[src/cpu_subset_regs.svh]
// Opcodes, cycle counts, register offsets and reset values of the core
`ifndef CPU_SUBSET_REGS_SVH
`define CPU_SUBSET_REGS_SVH

// ****************************************************************
// Full opcodes
// ****************************************************************
`define OP_ADC_IMM 8'h69
`define OP_ADC_ZP 8'h65
`define OP_AND_IMM 8'h29
`define OP_AND_ZP 8'h25
`define OP_SHL_ACC 8'h0A
`define OP_SHL_ZP 8'h06
`define OP_BR_CC 8'h90
`define OP_BR_CS 8'hB0
`define OP_BR_ZS 8'hF0
`define OP_BR_ZC 8'hD0
`define OP_BR_NS 8'h30
`define OP_BR_NC 8'h10
`define OP_JUMP_REL 8'h80
`define OP_TEST_ZP 8'h24
`define OP_TEST_ABS 8'h2C
`define OP_SWBREAK 8'h00
`define OP_CLR_C 8'h18
`define OP_CLR_D 8'hD8
`define OP_CLR_I 8'h58
`define OP_CLR_T 8'h12
`define OP_CLR_V 8'hB8
`define OP_CPA_IMM 8'hC9
`define OP_CPA_ZP 8'hC5
`define OP_INV_ZP 8'h44
`define OP_CIX_IMM 8'hE0
`define OP_CIX_ZP 8'hE4
`define OP_CIY_IMM 8'hC0
`define OP_CIY_ZP 8'hC4
`define OP_SUB1_ACC 8'h1A
`define OP_SUB1_ZP 8'hC6

// ****************************************************************
// Bit-numbered opcodes: low five bits, bit number in bits 7..5
// ****************************************************************
`define OPL_BTZ_ACC 5'h13
`define OPL_BTO_ACC 5'h03
`define OPL_BTZ_ZP 5'h17
`define OPL_BTO_ZP 5'h07
`define OPL_BCLR_ACC 5'h1B
`define OPL_BCLR_ZP 5'h1F

// ****************************************************************
// Cycle counts
// ****************************************************************
`define CYC_SHORT 3'd2
`define CYC_ZP 3'd3
`define CYC_ABS 3'd4
`define CYC_RMW 3'd5
`define CYC_SWB 3'd7

// ****************************************************************
// Status bits, stack page, reset values
// ****************************************************************
`define PS_N 7
`define PS_V 6
`define PS_T 5
`define PS_B 4
`define PS_D 3
`define PS_I 2
`define PS_Z 1
`define PS_C 0
`define STACK_PAGE 8'h01
`define RST_PC 16'h0000
`define RST_SP 8'hFF
`define RST_PS 8'h04

// ****************************************************************
// APB register byte offsets
// ****************************************************************
`define REG_CTRL 8'h00
`define REG_STAT 8'h04
`define REG_PC 8'h08
`define REG_ACC 8'h0C
`define REG_XR 8'h10
`define REG_YR 8'h14
`define REG_SP 8'h18
`define REG_PS 8'h1C

`endif

[src/cpu_subset_pkg.sv]
// Types shared by the core and its arithmetic unit
package cpu_subset_pkg;

  typedef enum logic [3:0] {
    S_HALT, S_FETCH, S_OPER, S_OPER2, S_READ, S_READX,
    S_EXEC, S_PUSH, S_VECL, S_VECH, S_PAD
  } state_t;

  typedef enum logic [4:0] {
    I_ADC, I_AND, I_SHL, I_BTZ, I_BTO, I_BFLG, I_BALW, I_BIT, I_SWB,
    I_BCLR, I_FCLR, I_CPA, I_CIX, I_CIY, I_COM, I_SUB1, I_BAD
  } ins_t;

  typedef enum logic [2:0] {
    M_IMP, M_IMM, M_ZP, M_ABS, M_REL, M_BITA, M_BITZP
  } mode_t;

  typedef struct packed {
    ins_t ins;
    mode_t md;
    logic [2:0] ncyc;
  } dec_t;

endpackage

[src/cpu_subset_alu.sv]
// Arithmetic and logic unit with status flag update
`timescale 1ns/1ps
`default_nettype none
`include "cpu_subset_regs.svh"
module cpu_subset_alu
(
  input wire cpu_subset_pkg::ins_t ins,
  input wire logic [7:0] a,
  input wire logic [7:0] b,
  input wire logic [2:0] bsel,
  input wire logic [7:0] ps_in,
  output logic [7:0] res,
  output logic [7:0] ps_out
);
  import cpu_subset_pkg::*;

  // Result and flags per operation
  always_comb
  begin
    logic [8:0] sum;
    logic setnz;
    sum = 9'h000;
    setnz = 1'b1;
    res = a;
    ps_out = ps_in;
    case (ins)
      I_ADC:
      begin
        sum = {1'b0, a} + {1'b0, b} + {8'h00, ps_in[`PS_C]};
        res = sum[7:0];
        ps_out[`PS_C] = sum[8];
        ps_out[`PS_V] = (a[7] == b[7]) && (sum[7] != a[7]);
      end
      I_AND: res = a & b;
      I_SHL:
      begin
        res = {a[6:0], 1'b0};
        ps_out[`PS_C] = a[7];
      end
      I_CPA, I_CIX, I_CIY:
      begin
        sum = {1'b0, a} + {1'b0, ~b} + 9'h001;
        setnz = 1'b0;
        ps_out[`PS_C] = sum[8];
        ps_out[`PS_N] = sum[7];
        ps_out[`PS_Z] = (sum[7:0] == 8'h00);
      end
      I_COM: res = ~a;
      I_SUB1: res = a - 8'h01;
      I_BIT:
      begin
        setnz = 1'b0;
        ps_out[`PS_N] = b[7];
        ps_out[`PS_V] = b[6];
        ps_out[`PS_Z] = ((a & b) == 8'h00);
      end
      I_BCLR:
      begin
        setnz = 1'b0;
        res = a & ~(8'h01 << bsel);
      end
      default: setnz = 1'b0;
    endcase
    // Sign and zero from the stored result
    if (setnz)
    begin
      ps_out[`PS_N] = res[7];
      ps_out[`PS_Z] = (res == 8'h00);
    end
  end

endmodule
`default_nettype wire

[src/cpu_subset_core.sv]
// Instruction subset execution core with an APB control slave
//
// The implementer's own choices: the APB register port and the register offsets.
`timescale 1ns/1ps
`default_nettype none
`include "cpu_subset_regs.svh"
module cpu_subset_core
#(
  parameter logic [15:0] BRK_VEC = 16'hFFF0,
  parameter logic [7:0] BVC_OP = 8'h50,
  parameter logic [7:0] BVS_OP = 8'h70
)
(
  input wire logic pclk,
  input wire logic presetn,
  input wire logic psel,
  input wire logic penable,
  input wire logic pwrite,
  input wire logic [7:0] paddr,
  input wire logic [31:0] pwdata,
  output logic [31:0] prdata,
  output logic pready,
  output logic pslverr,
  output logic [15:0] mem_addr,
  output logic mem_we,
  output logic [7:0] mem_wdata,
  input wire logic [7:0] mem_rdata
);
  import cpu_subset_pkg::*;

  // ****************************************************************
  // Elaboration checks
  // ****************************************************************
  if (BVC_OP == BVS_OP || BVC_OP[4:0] != 5'h10 || BVS_OP[4:0] != 5'h10)
  begin : g_bad_op
    $error("overflow branch opcodes must differ and end in 5'h10");
  end

  // ****************************************************************
  // State
  // ****************************************************************
  typedef struct packed {
    state_t st;
    logic [15:0] pc;
    logic [7:0] a;
    logic [7:0] x;
    logic [7:0] y;
    logic [7:0] sp;
    logic [7:0] ps;
    dec_t d;
    logic [7:0] op;
    logic tm;
    logic [2:0] cyc;
    logic [15:0] ea;
    logic [7:0] mval;
    logic [1:0] pn;
    logic run;
    logic bad;
    logic [15:0] maddr;
    logic mwe;
    logic [7:0] mwd;
    logic rdy;
    logic err;
    logic [31:0] rdat;
  } core_t;

  core_t s;
  core_t next_s;
  logic [7:0] alu_a;
  logic [7:0] alu_b;
  logic [7:0] alu_r;
  logic [7:0] alu_ps;
  logic unary;

  // ****************************************************************
  // Decode tables
  // ****************************************************************

  // Opcode to class, addressing and cycle count
  function automatic dec_t decode(input logic [7:0] o);
    dec_t r;
    r = '{I_BAD, M_IMP, `CYC_SHORT};
    case (o[4:0])
      `OPL_BTZ_ACC: r = '{I_BTZ, M_BITA, `CYC_ABS};
      `OPL_BTO_ACC: r = '{I_BTO, M_BITA, `CYC_ABS};
      `OPL_BTZ_ZP: r = '{I_BTZ, M_BITZP, `CYC_RMW};
      `OPL_BTO_ZP: r = '{I_BTO, M_BITZP, `CYC_RMW};
      `OPL_BCLR_ACC: r = '{I_BCLR, M_IMP, `CYC_SHORT};
      `OPL_BCLR_ZP: r = '{I_BCLR, M_ZP, `CYC_RMW};
      default:
      begin
        case (o)
          `OP_ADC_IMM: r = '{I_ADC, M_IMM, `CYC_SHORT};
          `OP_ADC_ZP: r = '{I_ADC, M_ZP, `CYC_ZP};
          `OP_AND_IMM: r = '{I_AND, M_IMM, `CYC_SHORT};
          `OP_AND_ZP: r = '{I_AND, M_ZP, `CYC_ZP};
          `OP_SHL_ACC: r = '{I_SHL, M_IMP, `CYC_SHORT};
          `OP_SHL_ZP: r = '{I_SHL, M_ZP, `CYC_RMW};
          `OP_BR_CC, `OP_BR_CS, `OP_BR_ZS, `OP_BR_ZC, `OP_BR_NS,
          `OP_BR_NC, BVC_OP, BVS_OP: r = '{I_BFLG, M_REL, `CYC_SHORT};
          `OP_JUMP_REL: r = '{I_BALW, M_REL, `CYC_ABS};
          `OP_TEST_ZP: r = '{I_BIT, M_ZP, `CYC_ZP};
          `OP_TEST_ABS: r = '{I_BIT, M_ABS, `CYC_ABS};
          `OP_SWBREAK: r = '{I_SWB, M_IMP, `CYC_SWB};
          `OP_CLR_C, `OP_CLR_D, `OP_CLR_I, `OP_CLR_T,
          `OP_CLR_V: r = '{I_FCLR, M_IMP, `CYC_SHORT};
          `OP_CPA_IMM: r = '{I_CPA, M_IMM, `CYC_SHORT};
          `OP_CPA_ZP: r = '{I_CPA, M_ZP, `CYC_ZP};
          `OP_INV_ZP: r = '{I_COM, M_ZP, `CYC_RMW};
          `OP_CIX_IMM: r = '{I_CIX, M_IMM, `CYC_SHORT};
          `OP_CIX_ZP: r = '{I_CIX, M_ZP, `CYC_ZP};
          `OP_CIY_IMM: r = '{I_CIY, M_IMM, `CYC_SHORT};
          `OP_CIY_ZP: r = '{I_CIY, M_ZP, `CYC_ZP};
          `OP_SUB1_ACC: r = '{I_SUB1, M_IMP, `CYC_SHORT};
          `OP_SUB1_ZP: r = '{I_SUB1, M_ZP, `CYC_RMW};
          default: r = '{I_BAD, M_IMP, `CYC_SHORT};
        endcase
      end
    endcase
    return r;
  endfunction

  // Flag-conditional branch decision
  function automatic logic flag_taken(input logic [7:0] o,
                                      input logic [7:0] p);
    logic t;
    t = 1'b0;
    case (o)
      `OP_BR_CC: t = !p[`PS_C];
      `OP_BR_CS: t = p[`PS_C];
      `OP_BR_ZS: t = p[`PS_Z];
      `OP_BR_ZC: t = !p[`PS_Z];
      `OP_BR_NS: t = p[`PS_N];
      `OP_BR_NC: t = !p[`PS_N];
      BVC_OP: t = !p[`PS_V];
      BVS_OP: t = p[`PS_V];
      default: t = 1'b0;
    endcase
    return t;
  endfunction

  // ****************************************************************
  // Operand selection
  // ****************************************************************

  // Single-operand operations work on the accumulator or the fetched byte
  assign unary = (s.d.ins == I_SHL) || (s.d.ins == I_SUB1) ||
                 (s.d.ins == I_COM) || (s.d.ins == I_BCLR);
  assign alu_a = unary ? ((s.d.md == M_IMP) ? s.a : s.mval) :
                 (s.d.ins == I_CIX) ? s.x :
                 (s.d.ins == I_CIY) ? s.y :
                 (s.st == S_READX) ? mem_rdata : s.a;
  assign alu_b = (s.st == S_EXEC || s.st == S_READX) ? s.mval : mem_rdata;

  cpu_subset_alu u_alu
  (
    .ins(s.d.ins),
    .a(alu_a),
    .b(alu_b),
    .bsel(s.op[7:5]),
    .ps_in(s.ps),
    .res(alu_r),
    .ps_out(alu_ps)
  );

  // ****************************************************************
  // Next state
  // ****************************************************************

  // Bus slave, sequencer and execution in one next-state process
  always_comb
  begin
    logic [31:0] rv;
    logic hit;
    logic halted;
    logic exec;
    logic done;
    logic wr;
    logic needx;
    logic bitv;
    logic taken;
    dec_t dd;
    rv = 32'h0000_0000;
    hit = 1'b1;
    halted = (s.st == S_HALT);
    exec = 1'b0;
    done = 1'b0;
    wr = 1'b0;
    needx = s.tm && ((s.d.ins == I_ADC) || (s.d.ins == I_AND) ||
                     (s.d.ins == I_CPA));
    bitv = (s.d.md == M_BITA) ? s.a[s.op[7:5]] : s.mval[s.op[7:5]];
    taken = 1'b0;
    dd = decode(mem_rdata);
    next_s = s;
    next_s.mwe = 1'b0;
    next_s.rdy = 1'b0;
    next_s.err = 1'b0;

    // Register read view and decode
    case (paddr)
      `REG_CTRL: rv = {31'h0000_0000, s.run};
      `REG_STAT: rv = {30'h0000_0000, s.bad, halted};
      `REG_PC: rv = {16'h0000, s.pc};
      `REG_ACC: rv = {24'h00_0000, s.a};
      `REG_XR: rv = {24'h00_0000, s.x};
      `REG_YR: rv = {24'h00_0000, s.y};
      `REG_SP: rv = {24'h00_0000, s.sp};
      `REG_PS: rv = {24'h00_0000, s.ps};
      default: hit = 1'b0;
    endcase

    // Answer one cycle into the access phase; write on the pready edge
    if (psel && penable && !s.rdy)
    begin
      next_s.rdy = 1'b1;
      next_s.err = !hit;
      next_s.rdat = rv;
    end
    if (psel && penable && s.rdy && pwrite && hit)
    begin
      case (paddr)
        `REG_CTRL: next_s.run = pwdata[0];
        `REG_STAT: next_s.bad = s.bad && !pwdata[1];
        `REG_PC: next_s.pc = halted ? pwdata[15:0] : s.pc;
        `REG_ACC: next_s.a = halted ? pwdata[7:0] : s.a;
        `REG_XR: next_s.x = halted ? pwdata[7:0] : s.x;
        `REG_YR: next_s.y = halted ? pwdata[7:0] : s.y;
        `REG_SP: next_s.sp = halted ? pwdata[7:0] : s.sp;
        `REG_PS: next_s.ps = halted ? pwdata[7:0] : s.ps;
        default: next_s.run = s.run;
      endcase
    end

    // Instruction sequencer
    case (s.st)
      S_HALT:
      begin
        if (s.run)
        begin
          next_s.st = S_FETCH;
          next_s.maddr = s.pc;
        end
      end
      S_FETCH:
      begin
        next_s.d = dd;
        next_s.op = mem_rdata;
        next_s.tm = s.ps[`PS_T];
        next_s.pc = s.pc + 16'h0001;
        if (dd.ins == I_BAD)
        begin
          next_s.bad = 1'b1;
          next_s.run = 1'b0;
          next_s.st = S_HALT;
        end
        else if (dd.ins == I_SWB)
        begin
          next_s.pc = s.pc + 16'h0002;
          next_s.ps[`PS_B] = 1'b1;
          next_s.maddr = {`STACK_PAGE, s.sp};
          next_s.mwe = 1'b1;
          next_s.mwd = next_s.pc[15:8];
          next_s.sp = s.sp - 8'h01;
          next_s.pn = 2'd1;
          next_s.st = S_PUSH;
        end
        else if (dd.md == M_IMP)
          next_s.st = S_EXEC;
        else
        begin
          next_s.maddr = s.pc + 16'h0001;
          next_s.st = S_OPER;
        end
      end
      S_OPER:
      begin
        next_s.pc = s.pc + 16'h0001;
        next_s.mval = mem_rdata;
        next_s.ea = {8'h00, mem_rdata};
        case (s.d.md)
          M_IMM:
          begin
            if (needx)
            begin
              next_s.maddr = {8'h00, s.x};
              next_s.st = S_READX;
            end
            else
              exec = 1'b1;
          end
          M_ZP, M_BITZP:
          begin
            next_s.maddr = {8'h00, mem_rdata};
            next_s.st = S_READ;
          end
          M_ABS:
          begin
            next_s.maddr = s.pc + 16'h0001;
            next_s.st = S_OPER2;
          end
          default:
          begin
            // Relative byte is on the bus now
            case (s.d.ins)
              I_BTZ: taken = !bitv;
              I_BTO: taken = bitv;
              I_BFLG: taken = flag_taken(s.op, s.ps);
              default: taken = 1'b1;
            endcase
            done = 1'b1;
          end
        endcase
      end
      S_OPER2:
      begin
        next_s.pc = s.pc + 16'h0001;
        if (s.d.md == M_ABS)
        begin
          next_s.ea = {mem_rdata, s.mval};
          next_s.maddr = {mem_rdata, s.mval};
          next_s.st = S_READ;
        end
        else
        begin
          taken = (s.d.ins == I_BTZ) ? !bitv : bitv;
          done = 1'b1;
        end
      end
      S_READ:
      begin
        next_s.mval = mem_rdata;
        if (s.d.md == M_BITZP)
        begin
          next_s.maddr = s.pc;
          next_s.st = S_OPER2;
        end
        else if (needx)
        begin
          next_s.maddr = {8'h00, s.x};
          next_s.st = S_READX;
        end
        else if (unary)
          next_s.st = S_EXEC;
        else
          exec = 1'b1;
      end
      S_READX, S_EXEC: exec = 1'b1;
      S_PUSH:
      begin
        next_s.maddr = {`STACK_PAGE, s.sp};
        next_s.sp = s.sp - 8'h01;
        next_s.mwe = 1'b1;
        next_s.pn = s.pn + 2'd1;
        if (s.pn == 2'd1)
          next_s.mwd = s.pc[7:0];
        else if (s.pn == 2'd2)
        begin
          next_s.mwd = s.ps;
          next_s.ps[`PS_I] = 1'b1;
        end
        else
        begin
          next_s.maddr = BRK_VEC;
          next_s.sp = s.sp;
          next_s.mwe = 1'b0;
          next_s.st = S_VECL;
        end
      end
      S_VECL:
      begin
        next_s.mval = mem_rdata;
        next_s.maddr = BRK_VEC + 16'h0001;
        next_s.st = S_VECH;
      end
      S_VECH:
      begin
        next_s.pc = {mem_rdata, s.mval};
        done = 1'b1;
      end
      S_PAD: done = 1'b1;
      default: next_s.st = S_HALT;
    endcase

    // Taken branch: offset from the address after the relative byte
    if (taken)
      next_s.pc = s.pc + 16'h0001 + {{8{mem_rdata[7]}}, mem_rdata};

    // Execution and destination choice
    if (exec)
    begin
      done = 1'b1;
      case (s.d.ins)
        I_ADC, I_AND:
        begin
          next_s.ps = alu_ps;
          if (s.tm)
          begin
            next_s.maddr = {8'h00, s.x};
            wr = 1'b1;
          end
          else
            next_s.a = alu_r;
        end
        I_CPA, I_CIX, I_CIY, I_BIT: next_s.ps = alu_ps;
        I_SHL, I_SUB1, I_COM, I_BCLR:
        begin
          next_s.ps = alu_ps;
          if (s.d.md == M_IMP)
            next_s.a = alu_r;
          else
          begin
            next_s.maddr = s.ea;
            wr = 1'b1;
          end
        end
        I_FCLR:
        begin
          case (s.op)
            `OP_CLR_C: next_s.ps[`PS_C] = 1'b0;
            `OP_CLR_D: next_s.ps[`PS_D] = 1'b0;
            `OP_CLR_I: next_s.ps[`PS_I] = 1'b0;
            `OP_CLR_T: next_s.ps[`PS_T] = 1'b0;
            default: next_s.ps[`PS_V] = 1'b0;
          endcase
        end
        default: next_s.ps = s.ps;
      endcase
      if (wr)
      begin
        next_s.mwe = 1'b1;
        next_s.mwd = alu_r;
      end
    end

    // End of instruction once its cycle count is used up
    if (done)
    begin
      if (!wr && s.cyc >= s.d.ncyc)
      begin
        next_s.st = s.run ? S_FETCH : S_HALT;
        next_s.maddr = next_s.pc;
      end
      else
        next_s.st = S_PAD;
    end

    // Cycle number within the instruction, fetch is cycle one
    if (next_s.st == S_FETCH)
      next_s.cyc = 3'd1;
    else if (s.cyc != 3'd7)
      next_s.cyc = s.cyc + 3'd1;
  end

  // ****************************************************************
  // Registers and outputs
  // ****************************************************************

  // State register
  always_ff @(posedge pclk or negedge presetn)
  begin
    if (!presetn)
    begin
      s <= '0;
      s.pc <= `RST_PC;
      s.sp <= `RST_SP;
      s.ps <= `RST_PS;
    end
    else
      s <= next_s;
  end

  // Outputs straight from the state register
  assign prdata = s.rdat;
  assign pready = s.rdy;
  assign pslverr = s.err;
  assign mem_addr = s.maddr;
  assign mem_we = s.mwe;
  assign mem_wdata = s.mwd;

endmodule
`default_nettype wire

[config.mk]
export PLATFORM = sky130hd
export DESIGN_NAME = cpu_subset_core
export DESIGN_NICKNAME = d
export VERILOG_FILES = /design/src/cpu_subset_pkg.sv /design/src/cpu_subset_alu.sv /design/src/cpu_subset_core.sv
export VERILOG_INCLUDE_DIRS = /design/src /design/src/src
export SDC_FILE = /design/constraint.sdc
export NUM_CORES = 1
export LEC_CHECK = 0
export BUFFER_PORTS_ARGS = -buffer_cell sky130_fd_sc_hd__buf_2
export CORE_MARGIN = 2
export CORE_UTILIZATION = 53
export DETAILED_ROUTE_END_ITERATION = 7
export PLACE_DENSITY = 0.72
export SYNTH_ARGS = -nofsm -noshare
export SYNTH_HDL_FRONTEND = slang
export SYNTH_HIERARCHICAL = 1
export SYNTH_SLANG_ARGS = --single-unit
[constraint.sdc]
create_clock -name pclk -period 11.29 [get_ports pclk]
set_input_delay 2.258 -clock pclk [delete_from_list [all_inputs] [get_ports pclk]]
set_output_delay 2.258 -clock pclk [all_outputs]
set_load 0.01 [all_outputs]
== Word level (Yosys, flattened, before mapping) ==
Index checks and enable logic that the tools add are counted.

* Bits in registers: 170
* Logic and storage cells: 348
* Output and inout bits: 59
* Input bits: 53

* Mux-type cells: 139
* Equality and inequality tests: 102
* Reduce and logical (&&, ||, !) cells: 60
* Shift operators: 1
* Bitwise gates (word level): 5
* Magnitude comparators: 2
* Add/sub/neg operators: 11

{| class="wikitable"
|+ Operator list
! kind !! count
|-
| $mux 16 || 16
|-
| $pmux 11 s21 || 1
|-
| $mux 8 || 26
|-
| $eq 8x8->1 const B || 19
|-
| $pmux 16 s8 || 1
|-
| $pmux 16 s7 || 1
|-
| $pmux 16 s3 || 2
|-
| $eq 8x5->1 const B || 11
|-
| $eq 8x7->1 const B || 9
|-
| $pmux 11 s6 || 1
|-
| $pmux 16 s2 || 2
|-
| $mux 56 || 1
|-
| $mux 25 || 2
|-
| $eq 8x6->1 const B || 6
|-
| $mux 4 || 12
|-
| $pmux 8 s6 || 1
|-
| $eq 5x4->1 const B || 8
|-
| $logic_not 8->1 || 5
|-
| $mux 1 || 37
|-
| $mux 17 || 2
|-
| $mux 34 || 1
|-
| $pmux 4 s8 || 1
|-
| $pmux 8 s2 || 2
|-
| $eq 5x5->1 const B || 5
|-
| 62 further kinds || 148
|}

== Depth between registers and ports, before layout ==
* Depth after elaboration: 16
* Mapped depth: 20
* Mapped depth without buffers: 18

== By module ==
The synthesis kept the hierarchy.

{| class="wikitable"
|+ Modules (own cells, without submodules)
! module !! times used !! cells each !! area an instance (um^2) !! sequential area each (um^2)
|-
| cpu_subset_core || 1 || 1629 || 13095.1 || 3865.0
|-
| cpu_subset_alu || 1 || 224 || 1651.6 || 0.0
|}

== Worst setup path after synthesis ==
Ideal clock, no wire load.

* Path kind: input -> register
* Start point: input port mem_rdata[0]
* End point: register s[111] in the netlist's numbering
* Setup time: 0.067 ns
* Slack: 5.396 ns
* Required time: 11.223 ns
* Data arrival time: 5.827 ns
* Stages: 17
* Buffers on the path: 2
* Cells stage by stage: buf_2 clkbuf_1 mux2i_1 a211oi_1 a211oi_1 a31oi_1 fa_1 fa_1 mux2i_1 nor2_1 a221o_1 a2111o_1 or3_1 o41a_1 o21ai_2 a22oi_1 nand2_1

* Word-level cells in the longest chain between the ends: 11
* Elaborated cells between the ends (all ways): 22
* Those cells by class: add/sub: 5; mux: 10; bitwise: 4; reduce/logical: 3

{| class="wikitable"
|+ Ends and longest elaborated chain
! item !! line !! RTL
|-
| start, declared || cpu_subset_core.sv:27 || <nowiki>input wire logic [7:0] mem_rdata</nowiki>
|-
| $mux 8 * || cpu_subset_core.sv:152 || <nowiki>(s.st == S_READX) ? mem_rdata : s.a;</nowiki>
|-
| $mux 8 * || cpu_subset_core.sv:151 || <nowiki>(s.d.ins == I_CIY) ? s.y :</nowiki>
|-
| $mux 8 * || cpu_subset_core.sv:150 || <nowiki>(s.d.ins == I_CIX) ? s.x :</nowiki>
|-
| $mux 8 * || cpu_subset_core.sv:149 || <nowiki>assign alu_a = unary ? ((s.d.md == M_IMP) ? s.a : s.mval) :</nowiki>
|-
| net alu_a[0] || cpu_subset_core.sv:69 || <nowiki>logic [7:0] alu_a;</nowiki>
|-
| $add 8x8->9, on equally long branches || cpu_subset_alu.sv:29, cpu_subset_alu.sv:42 ||
|-
| $add 9x1->9, on equally long branches || cpu_subset_alu.sv:29, cpu_subset_alu.sv:42 ||
|-
| $pmux 8 s6 or $logic_not 8->1 (tied branches) || cpu_subset_alu.sv:26, cpu_subset_alu.sv:46 ||
|-
| $logic_not 8->1 or $pmux 1 s2 (tied branches) || cpu_subset_alu.sv:68, cpu_subset_alu.sv:26 ||
|-
| $mux 1 * || cpu_subset_alu.sv:65 || <nowiki>if (setnz)</nowiki>
|-
| net alu_ps[1] || cpu_subset_core.sv:72 || <nowiki>logic [7:0] alu_ps;</nowiki>
|-
| $pmux 1 s2 * || cpu_subset_core.sv:392 || <nowiki>case (s.d.ins)</nowiki>
|-
| $mux 8 * || cpu_subset_core.sv:389 || <nowiki>if (exec)</nowiki>
|-
| end signal, assigned || cpu_subset_core.sv:469 || <nowiki>s <= next_s;</nowiki>
|-
| end, declared || cpu_subset_core.sv:67 || <nowiki>core_t s;</nowiki>
|}

The timed path passes the listed nets; every way through them passes the cells marked *.
A chain may end at the register's enable or synchronous reset.

== Final worst setup path ==
* Start point: input port mem_rdata[2]
* End point: register s[111] in the netlist's numbering

The elaborated chain is that of the path after synthesis.

==> metrics.md <==
| Metric | Value |
|---|---|
| Drt via density | `between 7 and 8` |
| Reg clk slew, reported paths | `~0.07 ns` |
| RSZ-0062 raised after global routing | `false` |
| Chip width | `approximately 170 um` |
| Num ports | `about 110` |
| Die area | `between 0.02 and 0.03 mm2` |
| Fin nets | `around 1900` |
| Seq/Total Area, Yosys | `a little over a quarter` |
| Slew @ Worst Pin | `between 1 and 1.5 ns` |
| Max_cap viols | `0` |
| Final hold vios | `0` |
| Most instantiated library cell after synthesis | `nand2_1` |
| DP Worst Slack | `roughly 4.8 ns` |
| Top_reg_cell synth | `dfrtp_1` |
| #FFs+latches synth | `around 150` |
| Status | `completed` |
| Worst min path class | `register to register` |
| Clock tree sinks | `between 150 and 200` |
| Critical path startpoint category | `input pin` |
| Fin Hold WS | `roughly 0.48 ns` |
| First-pass GRT wire length | `91.2 mm` |
| Final GP Congestion | `between 1 and 1.5` |
| Worst Clk Skew | `0.0223 ns` |
| Critical path class | `input pin to register` |
| Post-route minimum period | `~6.2 ns` |
| Mapped Area | `~0.015 mm2` |
| Maximum clock rate | `approximately 160 MHz` |
| Post-synth top cells | `250 x nand2_1, 145 x dfrtp_1, 134 x o21ai_0, 126 x nor2_1, 103 x a21oi_1` |
| CP top delay family | `compound AO/OA/AOI/OAI gates` |
| CTS Hold Bufs | `0` |
| Cells after Synth | `roughly 1900` |
| Clock buffer count from CTS | `17` |
| Syn_area_per_cell | `7.96 um2` |
| Post-Synth Simple-Gate Area | `22.7%` |
| Synth Warn # | `6` |
| Critical path arrival | `between 6 and 7 ns` |
| Async SR Flop Fraction | `100%` |
| R2r startpoint | `s[107]` |
| Area growth, synth to finish | `5.38%` |
| Worst R2R End | `s[111]` |
| Final setup margin | `between 5 and 6 ns` |
| Finished Layout Cells | `about 2200` |
| Post-synthesis mux area share | `roughly 6.3%` |
| # placed instances | `approximately 2200` |
| Crit path max fanout | `26` |
| Largest stage delay, worst path | `around 0.85 ns` |
| 1st-iter DRT viols | `2509` |
| CP required | `between 10 and 15 ns` |
| CTS Buffer Depth | `2` |
| CTS tree | `yes` |
| Final Setup Violations | `0` |
| Post-route DRC | `0` |
| Clock Root Buffer | `clkbuf_16` |
| Synth top area cells | `dfrtp_1 25%, nand2_1 6.4%, o21ai_0 4.5%` |
| Unique masters post-synth | `114` |
| Worst hold start | `prdata[0]` |
| Slowest stage cell, crit path | `a31oi_1` |
| Leak | `roughly 6.6 nW` |
| H-Tree Depth | `4` |
| Total number of vias | `15800` |
| VDD IR max | `between 100 and 150 uV` |
| Die H | `171 um` |
| Layout cells sized above 1 | `roughly 14%` |
| Drt total wl | `between 60 and 70 mm` |
| Post-Synth Adder-Cell Area | `~4.2%` |
| Type of destination of the critical path | `register` |
| Main combinational cell family by area after synthesis | `compound AO/OA/AOI/OAI gates` |
| Gr usage total | `between 40% and 50%` |
| Starting density of the core | `53.5%` |
| Cells on Worst Hold Path | `2` |
| Count of input and output buffers | `between 70 and 80` |
| Worst Path Buf+Inv | `2` |
| Final period util | `a little under three fifths` |
| Slew margin rel. | `20.0%` |
| XOR/XNOR share of the synthesized area | `about 3.8%` |
| Synth Area in Compound Gates | `28.1%` |
| Wire per inst | `approximately 28 um` |
| Largest net degree at the start of global routing | `~100` |
| # rows | `61` |
| Share of the synthesized area in the top cell type | `24.6%` |
| CP cell instances | `buf_2, buf_4, mux2i_1, a211oi_1, a211oi_1, a31oi_1, ha_1, a221oi_1, o22ai_1, mux2i_1, or4_1, o41a_1, o21ai_2, a22oi_1, nand2_1` |
| R2R cell count | `14` |
| DP HPWL | `around 44 mm` |
| Vias in the first global route | `14700` |
| DRT antenna net count | `0` |
| Initial antenna violation count | `1` |
| Yosys top cell by area | `dfrtp_1` |
| Latest clock arrival within the worst-skew pair | `0.45 ns` |
| Fin Setup TNS | `0 ns` |
| DR pass1 iterations | `6` |
| Hold Path End | `prdata[0]` |
| Max-slew violations | `0` |
| Post-synth EDFFs | `0` |
| FF-to-FF setup slack | `approximately 5.4 ns` |
| Gr ovfl total | `0` |
| Postcts setup bufs | `0` |
| # diodes | `0` |
| P per Cell Area | `307 mW/mm2` |
| Post-CTS sizing | `0` |
| Total core area | `0.0276 mm2` |
-- routing by layer --
layer,up-vias,wire length [um],track usage (%)
met2,1225,25100,59.7
met3,311,8160,12.0
li1,6749,-,-
met1,7532,23500,55.9
met4,2,4180,25.0
met5,-,14,0
-- worst min-delay path: stages, from the launching register on --
cell and delay [ns]:
dfrtp_1 0.34, nand2_1 0.05, o21ai_0 0.06
-- power breakdown --
group          total (W)  internal [W]  switching [W]
clock network   0.000592      0.000298       0.000294
logic            0.00295       0.00112        0.00182
registers        0.00123      0.000745       0.000483
-- how the worst max path moves through the flow --
stage / start / to / slack, ns / cells after the start
finish: mem_rdata[2] / s[111] / 5.05 / 15
global route: mem_rdata[2] / s[111] / 4.89 / 15
CTS: mem_rdata[2] / s[111] / 5.22 / 15
detailed placement: mem_rdata[2] / s[111] / 4.75 / 15
global placement: mem_rdata[2] / s[111] / 4.90 / 15
floorplan: mem_rdata[0] / s[111] / 5.40 / 17
-- metrics by stage --
step | util [%] | cell area (um2) | power [W]
6_report | 56.4 | 15500 | 0.00477
5_1_grt | 56.4 | 15500 | 0.00498
4_1_cts | 56.4 | 15500 | 0.00460
3_5_place_dp | 54.3 | 14900 | 0.00400
3_3_place_gp | 54.3 | 14900 | 0.00396
2_1_floorplan | - | 14800 | 0.00311
-- layout by cell type (no fill, tap or decap), drive strengths merged, types with 23 or more instances in the layout --
cell type	n
nand2	250
dfrtp	145
o21ai	143
nor2	128
buf	117
a21oi	105
inv	62
mux2i	53
nor3	53
ha	43
nand3	39
a211oi	37
xor2	35
a221oi	29
mux2	28
xnor2	28
a22oi	27
nand2b	26
a31oi	25
nor2b	23
a22o	23
-- registers in the layout (all words and copies together), names as in the netlist --
| signal | cells |
|---|---|
| s | 111 |
| mem_addr | 16 |
| prdata | 16 |
| mem_wdata | 8 |
| mem_we | 1 |
| pready | 1 |
| pslverr | 1 |
-- cell type report --
cell class / instances / area (um2)
Fill cell: 2588 / 12000
Multi-Input combinational cell: 1468 / 9730
Sequential cell: 154 / 3860
Timing Repair Buffer: 117 / 687
Tap cell: 378 / 473
Clock buffer: 17 / 425
Inverter: 53 / 199
Clock inverter: 15 / 165
-- cell families (layout without fill, tap and decap cells) --
kind of cell / after synthesis / after routing
DFF: 154 / 154
and+or+nand+nor: 663 / 663
adders and majority gates: 47 / 47
muxes: 85 / 85
other: 1 / 16
AOI/OAI and AO/OA: 594 / 594
xor gates and xnor gates: 63 / 63
buffers and inverters: 246 / 202
(Power assumes the default switching activity.)
